## src/core/bmc_defs.vh

```
/*
 * Shared constants for the regulator sequencing and register integrity
 * block: register offsets, field positions, reset values and timing.
 * Assumes a 20 MHz system clock and inclusion by its bare name.
 */
`ifndef BMC_DEFS_VH
`define BMC_DEFS_VH

// Register offsets and the number of monitored registers.
`define BMC_ADDR_MODE 4'h0
`define BMC_ADDR_CTRL 4'h1
`define BMC_ADDR_STATUS 4'h2
`define BMC_ADDR_IRQ 4'h3
`define BMC_ADDR_MASK 4'h4
`define BMC_ADDR_STATE 4'h5
`define BMC_NUM_CFG 3

// Mode register fields and register reset values.
`define BMC_MODE_DCM_BIT 0
`define BMC_MODE_PFM_BIT 1
`define BMC_MODE_DIS_BIT 2
`define BMC_MODE_RST 8'h00
`define BMC_CTRL_RST 8'h03
`define BMC_MASK_RST 8'h00

// Status and interrupt fields.
`define BMC_STAT_CORR_BIT 0
`define BMC_IRQ_NRDY_BIT 0
`define BMC_IRQ_SS_BIT 1
`define BMC_IRQ_PFM_BIT 2

// Regulator mode codes driven out.
`define BMC_RMODE_OFF 2'h0
`define BMC_RMODE_PWM 2'h1
`define BMC_RMODE_PFM 2'h2
`define BMC_RMODE_DCM 2'h3

// Timing.
`define BMC_CLK_HZ 20000000
`define BMC_SS_US 2220
`define BMC_POK_US 4000

`endif

```

## src/core/bmc_shadow_mem.v

```verilog
/*
 * Protected shadow store of the configuration registers with registered
 * read data. Assumes one synchronous clock and active-low sync reset.
 */
`default_nettype none

module bmc_shadow_mem #(
  parameter DW = 8,
  parameter AW = 2,
  parameter DEPTH = 3
) (
  // Clock and reset.
  input wire i_sys_clk,
  input wire i_rst_n,
  // Write port.
  input wire i_we,
  input wire [AW-1:0] i_waddr,
  input wire [DW-1:0] i_wdata,
  input wire [DW*DEPTH-1:0] i_rst_vals,
  // Registered read of every entry.
  output reg [DW*DEPTH-1:0] o_rdata
);

  reg [DW-1:0] mem_q [0:DEPTH-1];
  genvar g;

  // Each entry is loaded at reset or by a legitimate write only.
  generate
    for (g = 0; g < DEPTH; g = g + 1) begin : g_ent
      always @(posedge i_sys_clk) begin
        if (!i_rst_n) begin
          mem_q[g] <= i_rst_vals[g*DW +: DW];
          o_rdata[g*DW +: DW] <= i_rst_vals[g*DW +: DW];
        end else begin
          if (i_we && i_waddr == g) begin
            mem_q[g] <= i_wdata;
          end
          o_rdata[g*DW +: DW] <= mem_q[g];
        end
      end
    end
  endgenerate

endmodule

`default_nettype wire

```

## src/core/bmc_sync2.v

```verilog
/*
 * Two-flop synchroniser for a bundle of asynchronous pin levels.
 * Assumes the inputs are quasi-static compared to the clock.
 */
`default_nettype none

module bmc_sync2 #(
  parameter W = 1
) (
  // Clock and reset.
  input wire i_sys_clk,
  input wire i_rst_n,
  // Pin levels in and synchronised copies out.
  input wire [W-1:0] i_async,
  output reg [W-1:0] o_sync
);

  reg [W-1:0] meta_q;

  // The first stage is read only by the second.
  always @(posedge i_sys_clk) begin
    if (!i_rst_n) begin
      meta_q <= {W{1'b0}};
      o_sync <= {W{1'b0}};
    end else begin
      meta_q <= i_async;
      o_sync <= meta_q;
    end
  end

endmodule

`default_nettype wire

```

## src/core/bmc_top.v

```verilog
/*
 * Register integrity monitor and buck regulator sequencing control.
 * Assumes a 20 MHz clock, sync active-low reset, a simple register port
 * with read data one cycle after the strobe, and analog comparator pins.
 */
`include "bmc_defs.vh"
`default_nettype none

module bmc_top #(
  parameter integer SS_CYC = (`BMC_SS_US * (`BMC_CLK_HZ / 1000000)),
  parameter integer POK_CYC = (`BMC_POK_US * (`BMC_CLK_HZ / 1000000))
) (
  // Clock and reset.
  input wire i_sys_clk,
  input wire i_rst_n,
  // Register port.
  input wire [3:0] i_addr,
  input wire [7:0] i_wdata,
  input wire i_wr,
  input wire i_rd,
  output reg [7:0] o_rdata,
  // Analog and pin inputs, asynchronous.
  input wire i_supply_ok,
  input wire i_out_above_95,
  input wire i_out_above_103,
  input wire i_out_above_101,
  input wire i_switch_rate_select_pin,
  input wire i_reset_pin_n,
  // Fault injection onto live register bits.
  input wire [7:0] i_upset_mask,
  input wire [1:0] i_upset_sel,
  // Regulator control.
  output reg o_reg_enable,
  output reg [1:0] o_reg_mode,
  output reg o_switch_node_gate,
  output reg o_rate_high,
  // Drivers, interrupt and reset output.
  output reg o_line_drv_en,
  output reg o_aux_io_driver_en,
  output reg o_irq_n,
  output reg o_reset_out_oe
);

  localparam [3:0] ST_OFF = 4'h1;
  localparam [3:0] ST_SOFT = 4'h2;
  localparam [3:0] ST_RUN = 4'h4;
  localparam [3:0] ST_DIS = 4'h8;
  localparam [15:0] SS_W = SS_CYC[15:0];
  localparam [16:0] POK_W = POK_CYC[16:0];

  wire [5:0] pins_s;
  wire [23:0] shadow;
  wire supply_ok = pins_s[0];
  wire above_95 = pins_s[1];
  wire above_103 = pins_s[2];
  wire above_101 = pins_s[3];
  wire rate_pin = pins_s[4];
  wire rst_pin_n = pins_s[5];

  reg [7:0] mode_q;
  reg [7:0] ctrl_q;
  reg [7:0] mask_q;
  reg corrupted_register_flag_q;
  reg not_ready_flag_q;
  reg ss_done_q;
  reg pfm_evt_q;
  reg [3:0] st_q;
  reg [15:0] ss_cnt_q;
  reg [16:0] pok_cnt_q;
  reg pfm_stop_q;
  reg [7:0] rdata_d;
  reg mismatch;
  reg [1:0] rmode_sel;

  wire cfg_wr = i_wr && (i_addr == `BMC_ADDR_MODE ||
    i_addr == `BMC_ADDR_CTRL || i_addr == `BMC_ADDR_MASK);
  // Shadow slot of a monitored register; the mask sits in slot two.
  wire [1:0] cfg_idx = (i_addr == `BMC_ADDR_MASK) ? 2'h2 : i_addr[1:0];
  wire regulator_disable_bit = mode_q[`BMC_MODE_DIS_BIT];
  wire discontinuous_select_bit = mode_q[`BMC_MODE_DCM_BIT];
  wire pulse_frequency_select_bit = mode_q[`BMC_MODE_PFM_BIT];
  wire rd_irq = i_rd && i_addr == `BMC_ADDR_IRQ;
  wire [7:0] irq_vec = {5'h00, pfm_evt_q, ss_done_q, not_ready_flag_q};

  // Synchronise the asynchronous comparator and pin levels.
  bmc_sync2 #(
    .W(6)
  ) u_sync (
    .i_sys_clk(i_sys_clk),
    .i_rst_n(i_rst_n),
    .i_async({i_reset_pin_n, i_switch_rate_select_pin, i_out_above_101,
      i_out_above_103, i_out_above_95, i_supply_ok}),
    .o_sync(pins_s)
  );

  // Protected copy of the configuration registers.
  bmc_shadow_mem #(
    .DW(8),
    .AW(2),
    .DEPTH(`BMC_NUM_CFG)
  ) u_shadow (
    .i_sys_clk(i_sys_clk),
    .i_rst_n(i_rst_n),
    .i_we(cfg_wr),
    .i_waddr(cfg_idx),
    .i_wdata(i_wdata),
    .i_rst_vals({`BMC_MASK_RST, `BMC_CTRL_RST, `BMC_MODE_RST}),
    .o_rdata(shadow)
  );

  // Live registers; upsets model disturbances flipping stored bits.
  always @(posedge i_sys_clk) begin
    if (!i_rst_n) begin
      mode_q <= `BMC_MODE_RST;
      ctrl_q <= `BMC_CTRL_RST;
      mask_q <= `BMC_MASK_RST;
    end else begin
      if (i_wr && i_addr == `BMC_ADDR_MODE) begin
        mode_q <= i_wdata;
      end else if (i_upset_sel == 2'h1) begin
        mode_q <= mode_q ^ i_upset_mask;
      end
      if (i_wr && i_addr == `BMC_ADDR_CTRL) begin
        ctrl_q <= i_wdata;
      end else if (i_upset_sel == 2'h2) begin
        ctrl_q <= ctrl_q ^ i_upset_mask;
      end
      if (i_wr && i_addr == `BMC_ADDR_MASK) begin
        mask_q <= i_wdata;
      end else if (i_upset_sel == 2'h3) begin
        mask_q <= mask_q ^ i_upset_mask;
      end
    end
  end

  // Compare every live bit against the shadow each cycle; the shadow
  // lags a write by two cycles, so compare only when no write is recent.
  reg [1:0] wr_age_q;
  always @(posedge i_sys_clk) begin
    if (!i_rst_n) begin
      wr_age_q <= 2'h3;
    end else if (cfg_wr) begin
      wr_age_q <= 2'h0;
    end else if (wr_age_q != 2'h3) begin
      wr_age_q <= wr_age_q + 2'h1;
    end
  end

  always @* begin
    mismatch = 1'b0;
    if (wr_age_q == 2'h3 && !cfg_wr) begin
      mismatch = (mode_q != shadow[7:0]) ||
        (ctrl_q != shadow[15:8]) || (mask_q != shadow[23:16]);
    end
  end

  // Corrupt flag follows the comparison: set on mismatch, cleared by
  // hardware once all values are restored by host rewrites.
  always @(posedge i_sys_clk) begin
    if (!i_rst_n) begin
      corrupted_register_flag_q <= 1'b0;
    end else if (mismatch) begin
      corrupted_register_flag_q <= 1'b1;
    end else if (wr_age_q == 2'h3 && !cfg_wr) begin
      corrupted_register_flag_q <= 1'b0;
    end
  end

  // Sticky interrupt flags; a set in the same cycle as a clear wins.
  always @(posedge i_sys_clk) begin
    if (!i_rst_n) begin
      not_ready_flag_q <= 1'b0;
      ss_done_q <= 1'b0;
      pfm_evt_q <= 1'b0;
    end else begin
      if (mismatch || corrupted_register_flag_q) begin
        not_ready_flag_q <= 1'b1;
      end else if (rd_irq) begin
        not_ready_flag_q <= 1'b0;
      end
      if (st_q == ST_SOFT && (above_95 || ss_cnt_q == SS_W)) begin
        ss_done_q <= 1'b1;
      end else if (i_wr && i_addr == `BMC_ADDR_IRQ &&
          i_wdata[`BMC_IRQ_SS_BIT]) begin
        ss_done_q <= 1'b0;
      end
      if (o_reg_mode == `BMC_RMODE_PFM && above_103 && !pfm_stop_q) begin
        pfm_evt_q <= 1'b1;
      end else if (i_wr && i_addr == `BMC_ADDR_IRQ &&
          i_wdata[`BMC_IRQ_PFM_BIT]) begin
        pfm_evt_q <= 1'b0;
      end
    end
  end

  // Regulator sequencer: off, soft-start in discontinuous, run, disabled.
  always @(posedge i_sys_clk) begin
    if (!i_rst_n) begin
      st_q <= ST_OFF;
      ss_cnt_q <= 16'h0000;
    end else begin
      case (st_q)
        ST_OFF: begin
          ss_cnt_q <= 16'h0000;
          if (regulator_disable_bit) begin
            st_q <= ST_DIS;
          end else if (supply_ok) begin
            st_q <= ST_SOFT;
          end
        end
        ST_SOFT: begin
          if (ss_cnt_q != SS_W) begin
            ss_cnt_q <= ss_cnt_q + 16'h0001;
          end
          if (regulator_disable_bit) begin
            st_q <= ST_DIS;
          end else if (!supply_ok) begin
            st_q <= ST_OFF;
          end else if (above_95 || ss_cnt_q == SS_W) begin
            st_q <= ST_RUN;
          end
        end
        ST_RUN: begin
          if (regulator_disable_bit) begin
            st_q <= ST_DIS;
          end else if (!supply_ok) begin
            st_q <= ST_OFF;
          end
        end
        ST_DIS: begin
          if (!regulator_disable_bit) begin
            st_q <= ST_OFF;
          end
        end
        default: begin
          st_q <= ST_OFF;
        end
      endcase
    end
  end

  // Normal-mode decode; the discontinuous bit overrides.
  always @* begin
    if (discontinuous_select_bit) begin
      rmode_sel = `BMC_RMODE_DCM;
    end else if (pulse_frequency_select_bit) begin
      rmode_sel = `BMC_RMODE_PFM;
    end else begin
      rmode_sel = `BMC_RMODE_PWM;
    end
  end

  // Pulse-frequency hysteresis between the 103 and 101 percent levels.
  always @(posedge i_sys_clk) begin
    if (!i_rst_n) begin
      pfm_stop_q <= 1'b0;
    end else if (o_reg_mode != `BMC_RMODE_PFM) begin
      pfm_stop_q <= 1'b0;
    end else if (above_103) begin
      pfm_stop_q <= 1'b1;
    end else if (!above_101) begin
      pfm_stop_q <= 1'b0;
    end
  end

  // Reset-output release delay, restarted on each pin release.
  always @(posedge i_sys_clk) begin
    if (!i_rst_n) begin
      pok_cnt_q <= 17'h00000;
    end else begin
      if (!rst_pin_n || !supply_ok) begin
        pok_cnt_q <= 17'h00000;
      end else if (pok_cnt_q != POK_W) begin
        pok_cnt_q <= pok_cnt_q + 17'h00001;
      end
    end
  end

  // Registered outputs.
  always @(posedge i_sys_clk) begin
    if (!i_rst_n) begin
      o_reg_enable <= 1'b0;
      o_reg_mode <= `BMC_RMODE_OFF;
      o_switch_node_gate <= 1'b0;
      o_rate_high <= 1'b0;
      o_line_drv_en <= 1'b0;
      o_aux_io_driver_en <= 1'b0;
      o_irq_n <= 1'b1;
      o_reset_out_oe <= 1'b1;
    end else begin
      o_reg_enable <= (st_q == ST_SOFT) || (st_q == ST_RUN);
      if (st_q == ST_SOFT) begin
        o_reg_mode <= `BMC_RMODE_DCM;
      end else if (st_q == ST_RUN) begin
        o_reg_mode <= rmode_sel;
      end else begin
        o_reg_mode <= `BMC_RMODE_OFF;
      end
      o_switch_node_gate <= ((st_q == ST_SOFT) || (st_q == ST_RUN)) &&
        !(o_reg_mode == `BMC_RMODE_PFM && pfm_stop_q);
      o_rate_high <= rate_pin;
      o_line_drv_en <= ctrl_q[0] && !not_ready_flag_q && !mismatch;
      o_aux_io_driver_en <= ctrl_q[1] && !not_ready_flag_q &&
        !mismatch;
      o_irq_n <= !((|(irq_vec & ~mask_q)) ||
        (mismatch && !mask_q[`BMC_IRQ_NRDY_BIT]));
      if (!rst_pin_n || !supply_ok) begin
        o_reset_out_oe <= 1'b1;
      end else if (regulator_disable_bit) begin
        o_reset_out_oe <= (pok_cnt_q != POK_W);
      end else begin
        o_reset_out_oe <= 1'b0;
      end
    end
  end

  // Read mux; unmapped addresses read zero.
  always @* begin
    rdata_d = 8'h00;
    if (i_addr == `BMC_ADDR_MODE) begin
      rdata_d = mode_q;
    end else if (i_addr == `BMC_ADDR_CTRL) begin
      rdata_d = ctrl_q;
    end else if (i_addr == `BMC_ADDR_STATUS) begin
      rdata_d = {7'h00, corrupted_register_flag_q};
    end else if (i_addr == `BMC_ADDR_IRQ) begin
      rdata_d = irq_vec;
    end else if (i_addr == `BMC_ADDR_MASK) begin
      rdata_d = mask_q;
    end else if (i_addr == `BMC_ADDR_STATE) begin
      rdata_d = {4'h0, st_q};
    end
  end

  // Read data stand one cycle after the strobe and read zero otherwise.
  always @(posedge i_sys_clk) begin
    if (!i_rst_n) begin
      o_rdata <= 8'h00;
    end else if (i_rd) begin
      o_rdata <= rdata_d;
    end else begin
      o_rdata <= 8'h00;
    end
  end

endmodule

`default_nettype wire

```

## config.mk

```make
export PLATFORM = sky130hd
export DESIGN_NAME = bmc_top
export DESIGN_NICKNAME = d
export VERILOG_FILES = /design/src/core/bmc_shadow_mem.v /design/src/core/bmc_sync2.v /design/src/core/bmc_top.v
export VERILOG_INCLUDE_DIRS = /design/src /design/src/core
export SDC_FILE = /design/constraint.sdc
export NUM_CORES = 1
export LEC_CHECK = 0
export BUFFER_PORTS_ARGS = -buffer_cell sky130_fd_sc_hd__clkbuf_2
export CAP_MARGIN = 20
export CORE_ASPECT_RATIO = 1.5
export CORE_UTILIZATION = 46
export CTS_CLUSTER_DIAMETER = 30
export CTS_CLUSTER_SIZE = 8
export DETAILED_ROUTE_END_ITERATION = 10
export GPL_TIMING_DRIVEN = 0
export PLACE_DENSITY_LB_ADDON = 0.12
export SETUP_SLACK_MARGIN = 0.15
export SYNTH_ARGS = -nofsm -noshare
export SYNTH_HDL_FRONTEND = slang
export SYNTH_SLANG_ARGS = --single-unit
```

## constraint.sdc

```tcl
create_clock -name i_sys_clk -period 3.2 [get_ports i_sys_clk]
set_input_delay 0.64 -clock i_sys_clk [delete_from_list [all_inputs] [get_ports i_sys_clk]]
set_output_delay 0.64 -clock i_sys_clk [all_outputs]
set_load 0.005 [all_outputs]
```

Word-level counts from Yosys, hierarchy flattened:

Memory sizes are Yosys's and may differ from the RTL's. A register that Yosys moved wholly into a read port is not among the register bits.
Cells that the tools add are included.

* flip-flop bits (word level): 97
* latch bits: 0
* bits in writable memories: 24
* bits in read-only memories: 0
* input bits: 32
* output and inout bits: 17
* memories kept: 1

Memory list
* u_shadow.mem_q: depth 3, bits a word 8, read ports 3, clocked after Yosys merged registers in 3, write ports 3, line bmc_shadow_mem.v:24 `reg [DW-1:0] mem_q [0:DEPTH-1];`

* $add $sub $neg: 3
* multiply operators: 0
* div/mod/pow operators: 0
* order comparisons: 0
* equal/unequal tests: 30
* shift-type cells: 0
* multiplexer cells: 55
* bitwise operators: 9
* reductions and logical operators: 60

Operators with widths (number)
* 8-bit two-way mux: 14
* 4-bit two-way mux: 9
* 16-bit one-hot mux with 2 select lines: 1
* 8-bit != test: 3
* 8-bit bitwise XOR: 3
* 1-bit logical AND: 22
* 1-bit two-way mux: 22
* 2-bit nonzero test: 9
* 17-bit by 1-bit adder with 17-bit output (second input constant): 1
* 17-bit != test (second input constant): 1
* 16-bit by 1-bit adder with 16-bit output (second input constant): 1
* 16-bit == test (second input constant): 1
* 16-bit two-way mux: 1
* 16-bit != test (second input constant): 1
* 4-bit one-hot mux with 4 select lines: 1
* 2-bit two-way mux: 7
* 4-bit by 2-bit == test with 1-bit output (second input constant): 3
* 4-bit by 3-bit == test with 1-bit output (second input constant): 3
* 1-bit logical NOT: 12
* 2-bit == test (second input constant): 5
* 2-bit != test (second input constant): 5
* 1-bit logical OR: 9
* 3-bit by 8-bit bitwise AND with 8-bit output: 1
* 4-bit by 1-bit == test with 1-bit output (second input constant): 2
* 15 further kinds: 20

Longest topological paths before layout:

Gate-level depths: netlist of the first run.

* depth after elaboration: 10
* gate-level depth with buffers: 7

Modules after synthesis:

A second synthesis of the first run with hierarchy kept.

* cells, all modules: 699
* area, all modules: 7304.5 um^2

Modules (own cells, without submodules)
* bmc_top: times used 1, cells each 540, area each 4594.4 um^2
* bmc_shadow_mem: times used 1, cells each 134, area each 2373.5 um^2
* bmc_sync2: times used 1, cells each 25, area each 336.6 um^2

Least setup slack after synthesis of the first run:

OpenSTA, ideal clock, no wires.

* kind: in2reg
* start point: input i_addr[1]
* end point: memory u_shadow.mem_q[1][0], enable pin
* arrival time: 1751 ps
* required time: 2898 ps
* path slack: 1147 ps
* cell stages on the path: 5
* buffers on the path: 2
* path through: clkbuf_1 inv_1 nand4_1 clkbuf_1 nand2_1

RTL lines
* start, declared: line bmc_top.v:17 `input wire [3:0] i_addr,`
* end, declared: line bmc_shadow_mem.v:24

==> results.json, run 1 <==
{
  "outcome": "finished with violations",
  "failed_checks": "DRC",
  "cap_violations": 0,
  "p_per_area_nw_per_um2": 590,
  "cts_buffers": 17,
  "tightest_slew_ps": 875,
  "clock_latency_ps": 420,
  "final_cells": 913,
  "grt_setup_unrepaired": "no",
  "cts_num_sinks": 145,
  "dieArea_um2": 14300,
  "worst-endpoint-required_ps": 3270,
  "fp.dieH_um": 146,
  "critPathArrivalTime_ps": 2610,
  "critPathSlowestCell": "clkbuf_1",
  "finalSetupViolCount": 0,
  "tritoncts": "yes",
  "finalClockSkew_ps": 8.36,
  "dp_cells": 881,
  "clk_pin_slew_worst_paths_ps": 60,
  "timing.rr.start": "st_q[1]",
  "cp_cell_sequence": "clkbuf_2 -> clkbuf_1 -> inv_1 -> nand4_1 -> clkbuf_1 -> nand2_1",
  "async_reset_ff_share_pct": 0,
  "nets": 775,
  "ys_ff_latch": 145,
  "ys_seq_area_share_pct": 49.3,
  "crit_top_cell": "clkbuf_1",
  "drtPass1Iterations": 8,
  "ys_types": 54,
  "p_leak_nw": 2.86,
  "post-cts-setup-buffers": 0,
  "drv_slew": 0,
  "startpoint_type": "input pin",
  "hold_start": "i_reset_pin_n",
  "synth_edf_count": 24,
  "crit_start": "i_addr[1]",
  "syn_area_per_cell_um2": 9.48,
  "path_class": "in2reg",
  "hold_viol_final": 0,
  "synthTopCellsByArea": "dfxtp_1 38%, edfxtp_1 11%, xor2_1 7.1%",
  "maxSlewHeadroom_pct": 41.5,
  "synth_warnings": 0,
  "ir_drop_mv": 0.311,
  "cp_max_fo": 10,
  "synth.most_common_cell": "dfxtp_1",
  "num_rows": 52,
  "endpoint_kind": "flip-flop",
  "hpwl_um": 12200,
  "antennaDiodeCount": 0,
  "start_util_pct": 47.1,
  "finalCriticalPeriod_ps": 2540,
  "ios": 49,
  "root_buffer": "clkbuf_16",
  "grt_remaining_overflow": 0,
  "wirelength_um": 16600,
  "synthCells": 672,
  "routabilityCongestion": 0.894,
  "core_um2": 13500,
  "antenna_found_initial": 0,
  "grtUsageTotal_pct": 24.1,
  "synth_ff_type": "dfxtp_1",
  "hold_buffers": 0,
  "io_buffer_count": 47,
  "drc": 2,
  "syn_area_um2": 6370,
  "drive_above_1_share_pct": 12.1,
  "cts_repair_resize_count": 0,
  "die_w_um": 98.1,
  "seq_area_um2": 3140,
  "synth_commonest_cells": "121 x dfxtp_1, 58 x nor2_1, 52 x xor2_1, 46 x and2_1, 31 x a21oi_1",
  "hold_path.class": "in2reg",
  "vias_per_cell": 5.70,
  "drt_first_iter_violations": 279,
  "fill_cells": 1264,
  "area_growth_pct": 15.8,
  "tns_ps": 0,
  "syn_nets": 709,
  "via_count": 5202,
  "grt_max_degree": 17,
  "avgRoutedWirePerCell_um": 18.2,
  "synth_area_leader_cell": "dfxtp_1",
  "max_stage_delay_ps": 480,
  "fmax_mhz": 394,
  "clockBufferDepth": 2,
  "multi_input_area_um2": 2990,
  "grt_pass1_vias": 5019,
  "grt_pass1_wl_um": 26200,
  "min_period_over_period_pct": 79.4,
  "h-tree-depth": 4,
  "synth_top_area_share_pct": 38.0,
  "ant_nets": 0
}
metrics by stage:
| step | instance area [um2] | hold WS (ps) | util (%) | worst slack [ps] | power, mW |
|---|---|---|---|---|---|
| after floorplan | 6370 | 401 | - | 1150 | 2.33 |
| after global placement | 6810 | 412 | 50.3 | 281 | 2.48 |
| after detailed placement | 6810 | 412 | 50.3 | 266 | 2.50 |
| after CTS | 7380 | 418 | 54.5 | 702 | 4.37 |
| after global routing | 7380 | 422 | 54.5 | 498 | 4.51 |
| final | 7380 | 426 | 54.5 | 660 | 4.35 |
per-layer routing:
layer / vias to the layer above / wire length, um / share of wire, % / track usage, %
met2: 154 / 8830 / 53 / 43.2
met1: 2482 / 6250 / 38 / 26.0
met5: - / 0 / 0 / 0
li1: 2515 / - / - / -
met3: 51 / 708 / 4.3 / 4.55
met4: 0 / 806 / 4.9 / 14.5
power by group:
| group | switching [mW] | total [mW] | internal (mW) |
|---|---|---|---|
| combinational | 0.256 | 0.432 | 0.176 |
| sequential | 0.0723 | 2.03 | 1.96 |
| clock | 0.834 | 1.89 | 1.06 |
cell type report:
cell class | count | area share [%]
Inverter | 25 | 1.27
Timing Repair Buffer | 47 | 3.19
Buffer | 35 | 1.97
Multi-Input combinational cell | 467 | 40.5
Tap cell | 162 | 2.75
Clock inverter | 13 | 1.54
Clock buffer | 19 | 6.14
Sequential cell | 145 | 42.6
critical path, delay by kind of cell:
family                 cells  cell delay [ps]
buffers and inverters      4             1120
and+or+nand+nor            2              840
cells by family after synthesis:
logic type	synth area share (%)
buffers and inverters	3.75
multiplexers	0.824
XOR/XNOR	8.79
AO/OA/AOI/OAI	11.8
AND/OR/NAND/NOR	24.6
flip-flops	49.3
adder cells (fa/ha/maj)	0.982
flip-flops by register name, indices dropped and copies added (netlist names), 2 cells and up:
register / flops
u_shadow.mem_q: 24
u_shadow.o_rdata: 24
pok_cnt_q: 17
ss_cnt_q: 16
ctrl_q: 8
mask_q: 8
mode_q: 8
o_rdata: 8
u_sync.meta_q: 6
u_sync.o_sync: 6
st_q: 4
o_reg_mode: 2
wr_age_q: 2
path summary, 6_finish.rpt:
path / endpoint / slack [ps] / cells after the start
worst max register to register: ss_cnt_q[12] / 1060 / 5
worst max-delay path: u_shadow.mem_q[1][1] / 660 / 6
worst min register to register: u_shadow.o_rdata[9] / 430 / 1
worst min-delay path: u_sync.meta_q[5] / 430 / 2
placed cells by master, fill, tap and decap left out, types with 13 or more instances in the layout:
cell type / netlist / final
dfxtp_1: 121 / 121
nor2_1: 58 / 58
xor2_1: 52 / 52
clkbuf_2: 0 / 47
and2_1: 46 / 46
a21oi_1: 31 / 31
o21ai_0: 29 / 29
nand3_1: 28 / 28
clkbuf_1: 26 / 26
nand2_1: 26 / 26
a211oi_1: 26 / 26
inv_1: 24 / 24
edfxtp_1: 24 / 24
and3_1: 23 / 23
clkbuf_16: 0 / 17
nand3b_1: 16 / 16
nand4_1: 14 / 14
or3_1: 13 / 13
(Power assumes the default switching activity.)
==> run 2, diff against run 1 <==
ABC_AREA = 1   (was default)
clock period = 2.4 ns   (was 3.2 ns; I/O delays follow)
==> run 2 against run 1 <==
Net effect: the flow now finishes without violations; worst hold slack worse by 190 ps; utilization rose by 0.72 points; worst setup slack worse by 330 ps; combinational power rose by 88%; critical path depth grew 2.
==> results.json, run 2 <==
{
  "final_common_cell": "nand2_1",
  "routabilityCongestion": 0.887,
  "final_cells": 1192,
  "clk_pin_slew_worst_paths_ps": 60,
  "timing.rr.start": "ss_cnt_q[0]",
  "hpwl_um": 13100,
  "top_regs": "u_shadow.mem_q: 24 flops, u_shadow.o_rdata: 24 flops, pok_cnt_q: 17 flops",
  "hold_start": "i_switch_rate_select_pin",
  "root_buffer": "clkbuf_16",
  "combPwrFrac_pct": 13.1,
  "fmax_mhz": 484,
  "nets": 1024,
  "dieArea_um2": 15200,
  "antennaDiodeCount": 0,
  "p_leak_nw": 3.42,
  "cp_max_fo": 8,
  "met3_usage_pct": 5.34,
  "critPathSlowestCell": "o21ai_1",
  "finalSetupViolCount": 0,
  "cap_violations": 0,
  "syn_area_um2": 6770,
  "synth_warnings": 0,
  "area_growth_pct": 15.8,
  "synthTopCellsByArea": "dfxtp_1 36%, nand2_1 13%, edfxtp_1 11%",
  "ff2ff_setup_slack_ps": 700,
  "core_um2": 14200,
  "clock_latency_ps": 430,
  "via_count": 5934,
  "p_per_area_nw_per_um2": 791,
  "crit_top_cell": "nor2_4",
  "gr-usage-met1_pct": 26.7,
  "synth_area_leader_cell": "dfxtp_1",
  "antenna_found_initial": 0,
  "h-tree-depth": 4,
  "async_reset_ff_share_pct": 0,
  "fp.dieH_um": 151,
  "path_class": "in2reg",
  "busiest_layer": "met2",
  "hold_buffers": 0,
  "holdPathEnd": "u_sync.meta_q[4]",
  "finalCriticalPeriod_ps": 2070,
  "grtUsageTotal_pct": 24.4,
  "ys_ff_latch": 145,
  "drtPass1Iterations": 5,
  "grt_pass1_vias": 5428,
  "hold_path.class": "in2reg",
  "grt_pass1_wl_um": 27400,
  "fin_ws_ps": 332,
  "dp_cells": 1160,
  "min_period_over_period_pct": 86.2,
  "start_util_pct": 47.7,
  "reg2regPathDepth": 10,
  "place_area_um2": 7240,
  "endpoint_kind": "flip-flop",
  "vias_per_cell": 4.98,
  "cp_cell_sequence": "clkbuf_2 -> nor2_4 -> nand2_4 -> nor2_4 -> nor2_2 -> inv_2 -> nand2_2 -> o21ai_1",
  "worst-endpoint-required_ps": 2450,
  "wirelength_um": 17400,
  "fin_area_um2": 7840,
  "io_buffer_count": 47,
  "syn_nets": 958,
  "ys_seq_area_share_pct": 46.4,
  "grt_remaining_overflow": 0,
  "finalClockSkew_ps": 8.65,
  "synth_commonest_cells": "237 x nand2_1, 128 x inv_1, 121 x dfxtp_1, 92 x nor2_1, 73 x a21oi_1",
  "grt_setup_unrepaired": "no",
  "min_delay_path_depth": 3,
  "maxSlewHeadroom_pct": 37.0,
  "clockBufferDepth": 2,
  "tritoncts": "yes",
  "syn_area_per_cell_um2": 7.35,
  "p_switching_mw": 1.68,
  "hold_viol_final": 0,
  "cts_num_sinks": 145,
  "drive_above_1_share_pct": 13.8,
  "pwr-share-seq_pct": 43.9,
  "synth.most_common_cell": "nand2_1",
  "tightest_slew_ps": 939,
  "ant_nets": 0,
  "switching_share_pct": 27.1,
  "avgRoutedWirePerCell_um": 14.6,
  "ir_drop_mv": 0.603,
  "outcome": "complete, no violations",
  "ios": 49,
  "drc": 0,
  "p_clk_share_pct": 43.0,
  "drt_first_iter_violations": 232,
  "synth_ff_type": "dfxtp_1",
  "synth_top_area_share_pct": 35.8,
  "r2r-end": "ss_cnt_q[10]",
  "die_w_um": 101,
  "grt_max_degree": 17,
  "synthCells": 921,
  "max_stage_delay_ps": 730,
  "critPathArrivalTime_ps": 2120,
  "internal_power_mw": 4.52,
  "fin_util_pct": 55.2,
  "synth_edf_count": 24,
  "ys_types": 44,
  "met2_usage_pct": 44.1,
  "num_rows": 53,
  "cts_buffers": 17,
  "startpoint_type": "input pin",
  "final_cell_mix": "237 x nand2_1, 128 x inv_1, 121 x dfxtp_1",
  "cts_repair_resize_count": 0,
  "post-cts-setup-buffers": 0,
  "dp_slack_ps": -104,
  "drv_slew": 0,
  "tns_ps": 0
}
## run 2: kinds of logic (layout without fill, tap and decap cells)
family	count (synthesis)	after routing	share of synthesized area [%]
compound gates	160	160	12.7
simple gates	431	431	27.8
xor+xnor	20	20	2.59
buf+inv	160	239	9.50
fa+ha+maj	5	5	0.925
flops	145	145	46.4
## run 2: critical path, delay by kind of cell
family / cells / cell delay [ps]
compound gates: 1 / 730
simple gates: 5 / 700
buf+inv: 2 / 200
## run 2: final cells by class
type,count,area (um2)
Clock buffer,20,468
Timing Repair Buffer,47,235
Fill cell,1429,6350
Tap cell,192,240
Multi-Input combinational cell,616,2980
Buffer,20,113
Sequential cell,145,3140
Inverter,140,531
Clock inverter,12,129
## run 2: power groups by stage
| stage | clock network (mW) | logic (mW) | registers (mW) |
|---|---|---|---|
| floorplan | 0 | 0.563 | 2.75 |
| global placement | 0 | 0.805 | 2.77 |
| detailed placement | 0 | 0.812 | 2.78 |
| CTS | 2.71 | 0.818 | 2.72 |
| global route | 2.81 | 0.907 | 2.74 |
| finish | 2.67 | 0.810 | 2.72 |
## run 2: through the flow
stage / hold slack [ps] / power [mW]
2_1_floorplan: 390 / 3.31
3_3_place_gp: 396 / 3.58
3_5_place_dp: 398 / 3.59
4_1_cts: 217 / 6.25
5_1_grt: 236 / 6.47
6_report: 231 / 6.20
## run 2: worst max path at each step
stage                         start                   end  slack [ps]  cells past startpoint
after floorplan           i_addr[1]  u_shadow.mem_q[0][0]         280                      8
after global placement    i_addr[3]  u_shadow.mem_q[0][5]        -560                      8
after detailed placement  i_addr[3]  u_shadow.mem_q[0][4]        -100                      8
after CTS                 i_addr[3]  u_shadow.mem_q[0][7]         320                      8
after global routing      i_addr[3]  u_shadow.mem_q[0][6]         300                      8
final                     i_addr[3]  u_shadow.mem_q[0][5]         330                      8
## run 2: routing by layer
metal	wire length, um	up-vias
met1	6870	2660
li1	-	3073
met4	565	0
met3	858	39
met5	0	-
met2	9120	162
==> run 3, diff against run 2 <==
--- a/config.mk
+++ b/config.mk
@@ -16,5 +16,4 @@
 export DETAILED_ROUTE_END_ITERATION = 10
 export GPL_TIMING_DRIVEN = 0
-export PLACE_DENSITY_LB_ADDON = 0.12
 export SETUP_SLACK_MARGIN = 0.15
 export SYNTH_ARGS = -nofsm -noshare
==> constraint.sdc (replaced) <==
create_clock -name i_sys_clk -period 2.4 [get_ports i_sys_clk]
set_input_delay 0.36 -clock i_sys_clk [delete_from_list [all_inputs] [get_ports i_sys_clk]]
set_output_delay 0.36 -clock i_sys_clk [all_outputs]
set_load 0.005 [all_outputs]
==> run 3 against run 2 <==
Net effect: maximum frequency grew 7.9%; highest routed layer unchanged; critical endpoint is now u_shadow.mem_q[0][4]; clock-buffer cell count shrank 1; wire length grew 1.2%; clock power shrank 3%; largest cell class unchanged; combinational power grew 0.6%.
==> results.json, run 3 (synthesis results as in run 2) <==
{
  "antenna_found_initial": 0,
  "path_class": "in2reg",
  "dp_slack_ps": 45.3,
  "reg2regPathDepth": 10,
  "crit_start": "i_addr[3]",
  "internal_power_mw": 4.38,
  "grt_remaining_overflow": 0,
  "pwr-share-seq_pct": 44.5,
  "wl_met2_um": 9140,
  "startpoint_type": "input pin",
  "grt_pass1_vias": 5614,
  "post-cts-setup-buffers": 0,
  "cts_num_sinks": 145,
  "endpoint": "u_shadow.mem_q[0][4]",
  "p_per_area_nw_per_um2": 783,
  "root_buffer": "clkbuf_16",
  "met3_length_um": 748,
  "ff2ff_setup_slack_ps": 670,
  "antennaDiodeCount": 0,
  "max_stage_delay_ps": 730,
  "core_um2": 14200,
  "vias_per_cell": 4.99,
  "cts_repair_resize_count": 0,
  "r2r-end": "ss_cnt_q[10]",
  "cts_buffers": 17,
  "num_rows": 53,
  "ir_drop_mv": 0.532,
  "finalSetupViolCount": 0,
  "hold_path.class": "in2reg",
  "grtUsageTotal_pct": 25.3,
  "combPwrFrac_pct": 13.3,
  "p_clk_share_pct": 42.3,
  "grt_setup_unrepaired": "no",
  "cap_violations": 0,
  "cp.depth": 8,
  "dieArea_um2": 15200,
  "drt-met1-wl_um": 7160,
  "critPathArrivalTime_ps": 1970,
  "cp_cell_sequence": "clkbuf_2 -> nor2_4 -> nand2_4 -> nor2_4 -> nor2_2 -> inv_2 -> nand2_2 -> o21ai_1",
  "fmax_mhz": 522,
  "critPathSlowestCell": "o21ai_1",
  "place_area_um2": 7240,
  "via_count": 5949,
  "hpwl_um": 13200,
  "finalClockSkew_ps": 6.08,
  "grt_pass1_wl_um": 28300,
  "hold_buffers": 0,
  "clk_pin_slew_worst_paths_ps": 60,
  "cp_max_fo": 8,
  "drtPass1Iterations": 4,
  "h-tree-depth": 4,
  "finalCriticalPeriod_ps": 1920,
  "outcome": "complete, no violations",
  "fin_area_um2": 7830,
  "clockBufferDepth": 2,
  "switching_share_pct": 28.6,
  "p_switching_mw": 1.75,
  "start_util_pct": 47.7,
  "path_delay_family": "compound AO/OA/AOI/OAI gates",
  "drt_first_iter_violations": 231,
  "hold_viol_final": 0,
  "drv_slew": 0,
  "io_buffer_count": 47,
  "drc": 0,
  "p_leak_nw": 3.43,
  "tritoncts": "yes",
  "wirelength_um": 17600,
  "maxSlewHeadroom_pct": 36.5,
  "nets": 1024,
  "die_w_um": 101,
  "tightest_slew_ps": 947,
  "routabilityCongestion": 0.877,
  "top_regs": "u_shadow.mem_q: 24 flops, u_shadow.o_rdata: 24 flops, pok_cnt_q: 17 flops",
  "ant_nets": 0,
  "top_layer": "met4",
  "crit_top_cell": "nor2_4",
  "avgRoutedWirePerCell_um": 14.8,
  "final_common_cell": "nand2_1",
  "fin_ws_ps": 483,
  "grt_max_degree": 17,
  "area_growth_pct": 15.7,
  "endpoint_kind": "flip-flop",
  "worst-endpoint-required_ps": 2450,
  "final_cell_mix": "237 x nand2_1, 128 x inv_1, 121 x dfxtp_1",
  "drive_above_1_share_pct": 13.9,
  "path_buf_inv": 2,
  "min_period_over_period_pct": 79.9,
  "clock_latency_ps": 430,
  "fp.dieH_um": 151,
  "timing.rr.start": "ss_cnt_q[0]",
  "ios": 49
}
==> run 3: cell types whose count changed in the layout (fill, tap and decap cells not counted), sizes merged <==
cell      previous run  this run
bufinv               2         0
clkbuf              79        78
clkinv               4         5
clkinvlp             4         1
inv                142       147
==> run 3: power groups by stage <==
stage,Sequential (mW),Clock (mW),Combinational (mW)
after floorplan,2.75,0,0.563
after global placement,2.77,0,0.813
after detailed placement,2.78,0,0.817
after CTS,2.72,2.65,0.825
after global routing,2.75,2.76,0.929
final,2.73,2.59,0.815
==> run 3: cell type report <==
cell class | count | area [um2]
tap | 192 | 240
multi-input combinational | 616 | 2980
timing repair buffer | 47 | 235
clock buffer | 19 | 475
sequential | 145 | 3140
buffer | 20 | 113
fill | 1465 | 6360
clock inverter | 13 | 110
inverter | 140 | 531
==> run 3: stage by stage <==
| stage | instances | total power, mW | util [%] | TNS (ps) | hold WS (ps) |
|---|---|---|---|---|---|
| floorplan | 921 | 3.31 | - | 0 | 390 |
| global placement | 1160 | 3.59 | 51.0 | -3250 | 404 |
| detailed placement | 1160 | 3.59 | 51.0 | 0 | 402 |
| CTS | 1192 | 6.20 | 55.2 | 0 | 99.3 |
| global route | 1192 | 6.44 | 55.2 | 0 | 98.8 |
| finish | 1192 | 6.13 | 55.2 | 0 | 110 |
==> run 3: how the worst min path moves through the flow <==
stage / cells after the start / from / slack (ps) / endpoint
after floorplan: 2 / u_sync.o_sync[4] / 390 / o_rate_high
after global placement: 2 / u_sync.meta_q[2] / 400 / u_sync.o_sync[2]
final: 3 / i_reset_pin_n / 110 / u_sync.meta_q[5]
after CTS: 3 / i_reset_pin_n / 100 / u_sync.meta_q[5]
after detailed placement: 2 / u_sync.meta_q[2] / 400 / u_sync.o_sync[2]
after global routing: 3 / i_out_above_103 / 100 / u_sync.meta_q[2]
==> run 3: tightest hold or removal path: cells and delay by family <==
family,cells,cell delay (ps)
and+or+nand+nor,1,40
buffers and inverters,2,110
==> run 3: metal layers <==
metal  vias up  GRT usage, %
met5         -             0
li1       3072             -
met2       133          45.1
met3        41          5.20
met1      2703          28.2
met4         0          12.5
